**config.mk**
```make
export PLATFORM = sky130hd
export DESIGN_NAME = branch_trace_capture
export DESIGN_NICKNAME = d
export VERILOG_FILES = /design/src/branch_trace_pkg.sv /design/src/branch_trace_capture.sv /design/src/trace_fifo.sv
export VERILOG_INCLUDE_DIRS = /design/src
export SDC_FILE = /design/constraint.sdc
export NUM_CORES = 2
export LEC_CHECK = 0
export BUFFER_PORTS_ARGS = -buffer_cell sky130_fd_sc_hd__buf_4
export CAP_MARGIN = 20
export CORE_MARGIN = 2
export CORE_UTILIZATION = 52
export CTS_BUF_LIST = sky130_fd_sc_hd__clkbuf_8
export CTS_CLUSTER_SIZE = 40
export DETAILED_ROUTE_END_ITERATION = 8
export PLACE_DENSITY = 0.74
export SYNTH_ARGS = -nofsm -noshare
export SYNTH_HDL_FRONTEND = slang
export SYNTH_SLANG_ARGS = --single-unit
```
**constraint.sdc**
```tcl
create_clock -name mclk -period 15.4 [get_ports mclk]
set_input_delay 1.54 -clock mclk [delete_from_list [all_inputs] [get_ports mclk]]
set_output_delay 1.54 -clock mclk [all_outputs]
set_load 0.005 [all_outputs]
```
**src/branch_trace_regs.svh**
```systemverilog
// Constants for the branch trace capture block.
// Assumes inclusion by bare name from design files.
`ifndef BRANCH_TRACE_REGS_SVH
`define BRANCH_TRACE_REGS_SVH
`define TRC_ADDR_W 32
`define TRC_FIFO_DEPTH 32
`define TRC_ONCHIP_DEPTH 16
`define TRC_NIBBLE_COUNT 16
`define TRC_TLB_ENTRIES 4
`define TRC_PAGE_BITS 12
`endif

```
**src/branch_trace_pkg.sv**
```systemverilog
// Types for the branch trace capture block.
// Assumes no surroundings.
package branch_trace_pkg;
   typedef enum logic [1:0] {
      PORT_IDLE = 2'b00,
      PORT_LOAD = 2'b01,
      PORT_SEND = 2'b11
   } port_state_e;
   typedef enum logic [1:0] {
      MODE_NORMAL = 2'b00,
      MODE_VIRTUAL = 2'b01,
      MODE_PHYSICAL = 2'b10
   } area_mode_e;
endpackage

```
**src/branch_trace_capture.sv**
```systemverilog
// Branch trace capture: on-chip ring buffer, trace port streamer, debugger address translation.
// Assumes branch events and trace port connect/ready are synchronous to mclk.
`timescale 1ns/1ps
`default_nettype none
`include "branch_trace_regs.svh"
module branch_trace_capture
   import branch_trace_pkg::*;
#(
   parameter int AW = `TRC_ADDR_W,
   parameter int FIFO_DEPTH = `TRC_FIFO_DEPTH,
   parameter int ONCHIP_DEPTH = `TRC_ONCHIP_DEPTH,
   parameter int TLB_N = `TRC_TLB_ENTRIES
) (
   // Clock and reset
   input wire logic mclk,
   input wire logic resetn,
   // Configuration
   input wire logic port_trace_sel,
   input wire logic realtime_mode,
   input wire logic port_connected,
   // Branch events from the CPU
   input wire logic branch_valid,
   input wire logic [AW-1:0] branch_src,
   input wire logic [AW-1:0] branch_dst,
   output logic cpu_stall,
   // On-chip buffer readout
   input wire logic [$clog2(ONCHIP_DEPTH)-1:0] onchip_rd_idx,
   output logic [2*AW-1:0] onchip_rd_data,
   output logic [$clog2(ONCHIP_DEPTH)-1:0] onchip_wr_ptr,
   output logic onchip_wrapped,
   // Debug trace port
   output logic [3:0] debug_trace_port,
   output logic trace_sync,
   input wire logic port_ready,
   output logic record_lost,
   // TLB load port
   input wire logic tlb_we,
   input wire logic [$clog2(TLB_N)-1:0] tlb_idx,
   input wire logic tlb_valid_in,
   input wire logic [AW-`TRC_PAGE_BITS-1:0] tlb_vpn_in,
   input wire logic [AW-`TRC_PAGE_BITS-1:0] tlb_ppn_in,
   // Debugger memory access
   input wire logic mmu_enable,
   input wire logic dbg_req,
   input wire logic [AW-1:0] dbg_addr,
   output logic dbg_ack,
   output logic [AW-1:0] dbg_phys_addr,
   output logic tlb_miss
);
   localparam int OW = $clog2(ONCHIP_DEPTH);
   localparam int RW = 2 * AW;
   localparam int PB = `TRC_PAGE_BITS;
   localparam int VW = AW - PB;
   localparam logic [4:0] LAST_NIB = 5'(`TRC_NIBBLE_COUNT - 1);

   // ----------------------------------------------------------------
   // Record capture
   // ----------------------------------------------------------------
   logic [RW-1:0] record;
   logic port_active;
   logic fifo_in_ready;
   logic fifo_out_valid;
   logic fifo_out_ready;
   logic [RW-1:0] fifo_out_data;
   logic fifo_flush;
   assign record = {branch_src, branch_dst};
   assign port_active = port_trace_sel && port_connected;

   // ----------------------------------------------------------------
   // On-chip ring buffer
   // ----------------------------------------------------------------
   logic [RW-1:0] ring_r [ONCHIP_DEPTH];
   logic [OW-1:0] ring_wr_r;
   logic ring_wrap_r;
   logic ring_we;
   assign ring_we = branch_valid && !port_trace_sel;
   always_ff @(posedge mclk) begin
      if (ring_we) begin
         ring_r[ring_wr_r] <= record;
      end
   end
   always_ff @(posedge mclk) begin
      if (!resetn) begin
         ring_wr_r <= '0;
         ring_wrap_r <= 1'b0;
      end else if (ring_we) begin
         ring_wr_r <= (ring_wr_r == OW'(ONCHIP_DEPTH - 1)) ? '0 : ring_wr_r + 1'b1;
         if (ring_wr_r == OW'(ONCHIP_DEPTH - 1)) begin
            ring_wrap_r <= 1'b1;
         end
      end
   end
   always_ff @(posedge mclk) begin
      if (!resetn) begin
         onchip_rd_data <= '0;
      end else begin
         onchip_rd_data <= ring_r[onchip_rd_idx];
      end
   end
   assign onchip_wr_ptr = ring_wr_r;
   assign onchip_wrapped = ring_wrap_r;

   // ----------------------------------------------------------------
   // Trace port path: FIFO then nibble serialiser
   // ----------------------------------------------------------------
   logic fifo_push;
   // realtime flushes queue on new branch while busy
   assign fifo_push = branch_valid && port_active;
   // outside realtime mode, stall while the queue is full
   assign cpu_stall = port_active && !realtime_mode && branch_valid && !fifo_in_ready;

   port_state_e state_r;
   logic [RW-1:0] shift_r;
   logic [4:0] nib_r;
   logic busy;
   assign busy = (state_r != PORT_IDLE) || fifo_out_valid;
   assign fifo_flush = realtime_mode && fifo_push && busy;

   trace_fifo #(.WIDTH(RW), .DEPTH(FIFO_DEPTH)) u_fifo (
      .mclk(mclk),
      .resetn(resetn),
      .flush(fifo_flush),
      .in_valid(fifo_push),
      .in_ready(fifo_in_ready),
      .in_data(record),
      .out_valid(fifo_out_valid),
      .out_ready(fifo_out_ready),
      .out_data(fifo_out_data)
   );
   assign fifo_out_ready = (state_r == PORT_IDLE) && port_active && !fifo_flush;

   always_ff @(posedge mclk) begin
      if (!resetn) begin
         state_r <= PORT_IDLE;
         shift_r <= '0;
         nib_r <= '0;
      end else if (!port_active || fifo_flush) begin
         if (fifo_flush) begin
            state_r <= PORT_LOAD;
            shift_r <= record;
            nib_r <= '0;
         end else begin
            state_r <= PORT_IDLE;
         end
      end else begin
         case (state_r)
            PORT_IDLE: begin
               if (fifo_out_valid) begin
                  state_r <= PORT_LOAD;
                  shift_r <= fifo_out_data;
                  nib_r <= '0;
               end
            end
            PORT_LOAD: begin
               state_r <= PORT_SEND;
            end
            PORT_SEND: begin
               if (port_ready) begin
                  shift_r <= {shift_r[RW-5:0], 4'h0};
                  if (nib_r == LAST_NIB) begin
                     state_r <= PORT_IDLE;
                  end else begin
                     nib_r <= nib_r + 1'b1;
                  end
               end
            end
            default: state_r <= PORT_IDLE;
         endcase
      end
   end
   always_ff @(posedge mclk) begin
      if (!resetn) begin
         debug_trace_port <= 4'h0;
         trace_sync <= 1'b0;
      end else begin
         debug_trace_port <= (port_active && state_r == PORT_SEND) ? shift_r[RW-1:RW-4] : 4'h0;
         trace_sync <= port_active && state_r == PORT_SEND && nib_r == 5'h0_0;
      end
   end
   always_ff @(posedge mclk) begin
      if (!resetn) begin
         record_lost <= 1'b0;
      end else begin
         record_lost <= fifo_flush;
      end
   end

   // ----------------------------------------------------------------
   // TLB and debugger translation
   // ----------------------------------------------------------------
   logic [TLB_N-1:0] tlb_v_r;
   logic [VW-1:0] tlb_vpn_r [TLB_N];
   logic [VW-1:0] tlb_ppn_r [TLB_N];
   logic [TLB_N-1:0] hit;
   logic [VW-1:0] hit_ppn;
   always_ff @(posedge mclk) begin
      if (!resetn) begin
         tlb_v_r <= '0;
      end else if (tlb_we) begin
         tlb_v_r[tlb_idx] <= tlb_valid_in;
      end
   end
   always_ff @(posedge mclk) begin
      if (tlb_we) begin
         tlb_vpn_r[tlb_idx] <= tlb_vpn_in;
         tlb_ppn_r[tlb_idx] <= tlb_ppn_in;
      end
   end
   genvar gi;
   generate
      for (gi = 0; gi < TLB_N; gi++) begin : g_tlb
         assign hit[gi] = tlb_v_r[gi] && (tlb_vpn_r[gi] == dbg_addr[AW-1:PB]);
      end
   endgenerate
   always_comb begin
      hit_ppn = '0;
      for (int i = 0; i < TLB_N; i++) begin
         if (hit[i]) begin
            hit_ppn = tlb_ppn_r[i];
         end
      end
   end
   always_ff @(posedge mclk) begin
      if (!resetn) begin
         dbg_ack <= 1'b0;
         dbg_phys_addr <= '0;
         tlb_miss <= 1'b0;
      end else begin
         dbg_ack <= dbg_req && !(mmu_enable && hit == '0);
         tlb_miss <= dbg_req && mmu_enable && hit == '0;
         if (dbg_req) begin
            dbg_phys_addr <= mmu_enable ? {hit_ppn, dbg_addr[PB-1:0]} : dbg_addr;
         end
      end
   end
endmodule
`default_nettype wire

```
**src/trace_fifo.sv**
```systemverilog
// Parameterised flip-flop FIFO with valid/ready on both sides.
// Assumes a single clock mclk and synchronous active low reset.
`timescale 1ns/1ps
`default_nettype none
module trace_fifo #(
   parameter int WIDTH = 64,
   parameter int DEPTH = 32
) (
   // Clock and reset
   input wire logic mclk,
   input wire logic resetn,
   // Flush
   input wire logic flush,
   // Fill side
   input wire logic in_valid,
   output logic in_ready,
   input wire logic [WIDTH-1:0] in_data,
   // Drain side
   output logic out_valid,
   input wire logic out_ready,
   output logic [WIDTH-1:0] out_data
);
   localparam int AW = $clog2(DEPTH);
   logic [WIDTH-1:0] mem_r [DEPTH];
   logic [AW-1:0] wr_r;
   logic [AW-1:0] rd_r;
   logic [AW:0] cnt_r;
   logic push;
   logic pop;
   assign in_ready = (cnt_r != DEPTH[AW:0]);
   assign out_valid = (cnt_r != '0);
   assign out_data = mem_r[rd_r];
   assign push = in_valid && in_ready;
   assign pop = out_valid && out_ready;
   always_ff @(posedge mclk) begin
      if (push) begin
         mem_r[wr_r] <= in_data;
      end
   end
   always_ff @(posedge mclk) begin
      if (!resetn || flush) begin
         wr_r <= '0;
         rd_r <= '0;
         cnt_r <= '0;
      end else begin
         if (push) begin
            wr_r <= (wr_r == AW'(DEPTH - 1)) ? '0 : wr_r + 1'b1;
         end
         if (pop) begin
            rd_r <= (rd_r == AW'(DEPTH - 1)) ? '0 : rd_r + 1'b1;
         end
         cnt_r <= cnt_r + (AW+1)'(push) - (AW+1)'(pop);
      end
   end
endmodule
`default_nettype wire

```
==> impl_metrics.py <==
metrics = {
    "setup_path": {
        "critPathLaunchType": "flip-flop",
        "critical_path_arrival_ns": 5.89,
        "critPathSlowestCell": "dfxtp_4",
        "worstPathRequired_ns": 16.38,
        "path_class": "flip-flop to flip-flop",
        "cp.buffers_inverters": 3,
        "path_max_fanout": 152,
        "crit_family": "buffers and inverters",
        "path_cells": "buf_4 > buf_4 > buf_12 > mux4_2 > a22oi_1 > nand2_1 > a22oi_1 > a21oi_1",
        "end_kind": "flip-flop",
        "slowest_delay_ns": 0.96,
    },
    "die": {
        "die_area_sq_mm": 0.254,
        "die_w_um": 504,
        "io_pins": 263,
        "start_util": 0.523,
        "core_area_sq_mm": 0.249,
        "num_rows": 183,
        "die_h_um": 504,
    },
    "clock_tree": {
        "insertion_delay_ns": 1.11,
        "cts_tree": "done",
        "cts_sinks": 3437,
        "postCtsSetupBuffers": 0,
        "ctsHoldBuffers": 0,
        "htreeDepth": 6,
        "cts_made_buffers": 556,
        "clk_pin_slew_ns": 0.06,
        "cts_buffer_depth": 4,
        "ctsResizeCount": 0,
        "cts_root_buf": "clkbuf_8",
    },
    "global_route": {
        "grt_first_pass_wirelength_um": 463000,
        "grt.total_usage": 0.252,
        "grt_overflow_total": 0,
        "antenna_found_initial": 22,
        "grt_start_max_net_pins": 153,
        "grt_pass1_vias": 65895,
    },
    "sta": {
        "slew_headroom": 0.157,
        "fin_tns_setup_ns": 0,
        "worst_pin_slew_ns": 1.26,
        "fin_crit_sh": 0.319,
        "setup_viol": 0,
        "clock_skew_ns": 0.0836,
        "hold_violations": 0,
        "layout_min_cycle_time_ns": 4.91,
        "drv_slew": 0,
        "fmax_mhz": 204,
        "rsz0062_at_grt": "false",
    },
    "place": {
        "gp_congestion": 0.835,
        "port_buffers": 262,
        "placedCellCount": 9152,
        "hpwl_um": 176000,
    },
    "final_layout": {
        "area_growth_pct": 12.6,
        "final_common_cell": "edfxtp_1",
        "layout_common_cells": "edfxtp_1, mux4_2, clkbuf_8, buf_4, inv_1",
        "design.final.nets": 6558,
        "drive_above_1_share": 0.302,
        "final_cell_count_no_fill": 10161,
    },
    "synth": {
        "ys_warn_count": 0,
        "syn_area_per_cell_sq_um": 22.5,
        "syn-cell-area_sq_mm": 0.130,
        "synth_edf_count": 3232,
        "synth-main-ff-cell": "edfxtp_1",
        "yosysUniqueCellTypes": 58,
        "synth-seq-cells": 3437,
        "synth_cells": 5789,
        "ys_async_sr_fraction": 0,
        "ys_seq_area_frac": 0.778,
        "syn_nets": 5965,
    },
    "power_and_ir_drop": {
        "ir_drop_mv": 0.120,
        "cellPowerDensity_mw_per_mm2": 130,
        "p_leak_nw": 46.1,
    },
    "routing": {
        "drt_iter0_markers": 9693,
        "vias_per_cell": 6.45,
        "post_drt_wl_per_cell_um": 31.9,
        "drcViolationCount": 0,
        "wirelength_um": 325000,
        "vias": 65502,
        "drtPass1Iterations": 6,
        "ant_nets": 0,
    },
    "min_path": {
        "hp-class": "flip-flop to flip-flop",
    },
    "flow_run": {
        "cap_violations": 0,
    },
    "status": {
        "outcome": "finished, final reports clean",
    },
}
## worst register-to-register path: cells and delay by family, from the launching register on
kind	cells	cell delay, ns
buffers and inverters	3	2.21
flip-flops	1	0.96
AO/OA/AOI/OAI	3	0.91
multiplexers	1	0.53
AND/OR/NAND/NOR	1	0.20
## cell type report
| type | count | area [sq um] |
|---|---|---|
| fillers | 17159 | 102000 |
| diodes | 29 | 72.6 |
| multi-input cells | 1972 | 27700 |
| clock inverters | 374 | 1940 |
| clock buffers | 604 | 8310 |
| well taps | 3330 | 4170 |
| inverters | 36 | 135 |
| flip-flops and latches | 3437 | 101000 |
| repair buffers | 379 | 2970 |
## cells in the mapped netlist, types with 32 or more instances
library cell,number,area (sq um)
a21o_1,32,240
a21oi_1,60,300
edfxtp_1,3232,97100
a31oi_1,35,219
buf_2,106,531
mux4_2,896,20200
and2_1,74,463
a221oi_1,60,526
nor2_1,120,450
a22oi_1,161,1210
nand2_1,114,428
clkbuf_1,199,747
xnor2_1,49,429
mux2i_1,34,340
inv_1,34,128
o21ai_0,75,375
xor2_1,38,333
dfxtp_1,205,4100
nand4_1,35,219
## layer usage
metal,wire (um),GRT usage,vias to the layer above
li1,-,-,25783
met1,121000,0.350,34647
met2,155000,0.396,4366
met3,36200,0.0565,702
met4,11700,0.0957,4
met5,28,0,-
## state kept, by name (all words and copies together), names as in the netlist, 6 cells and up, named ones only
| signal | count |
|---|---|
| tlb_ppn_r | 80 |
| dbg_phys_addr | 32 |
| shift_r | 64 |
| onchip_rd_data | 64 |
| u_fifo.cnt_r | 6 |
| tlb_vpn_r | 80 |
| u_fifo.mem_r | 2048 |
| ring_r | 1024 |
## where the power goes
| group | total (mW) | switching [mW] | leakage (nW) | internal, mW |
|---|---|---|---|---|
| sequential | 10.4 | 0.0873 | 30.8 | 10.3 |
| clock | 7.33 | 3.49 | 5.96 | 3.84 |
| combinational | 1.24 | 0.709 | 9.33 | 0.531 |
## path summary, 6_finish.rpt
path,from,end,slack [ns],cells after the start
max reg2reg,flip-flop,shift_r[28],10.49,8
min,nib_r[4],nib_r[4],0.50,2
min reg2reg,nib_r[4],nib_r[4],0.50,2
max,flip-flop,shift_r[28],10.49,8
## through the flow
stage	power, mW	area (sq um)	hold slack, ns	setup slack, ns	util
final	19.0	147000	0.496	10.49	0.589
after global routing	19.6	146000	0.528	10.06	0.589
after CTS	19.1	146000	0.496	10.33	0.589
after detailed placement	11.8	136000	0.480	9.77	0.547
after global placement	11.8	136000	0.467	9.84	0.547
after floorplan	11.3	130000	0.424	8.40	-
## cell families after synthesis
group / count (synthesis) / share of synthesized area
flops: 3437 / 0.778
mux: 930 / 0.158
compound gates: 489 / 0.0269
simple gates: 443 / 0.0169
buf+inv: 380 / 0.0126
xor+xnor: 87 / 0.00586
fa+ha+maj: 23 / 0.00227
Note: power is estimated with default switching activity, not from simulation.
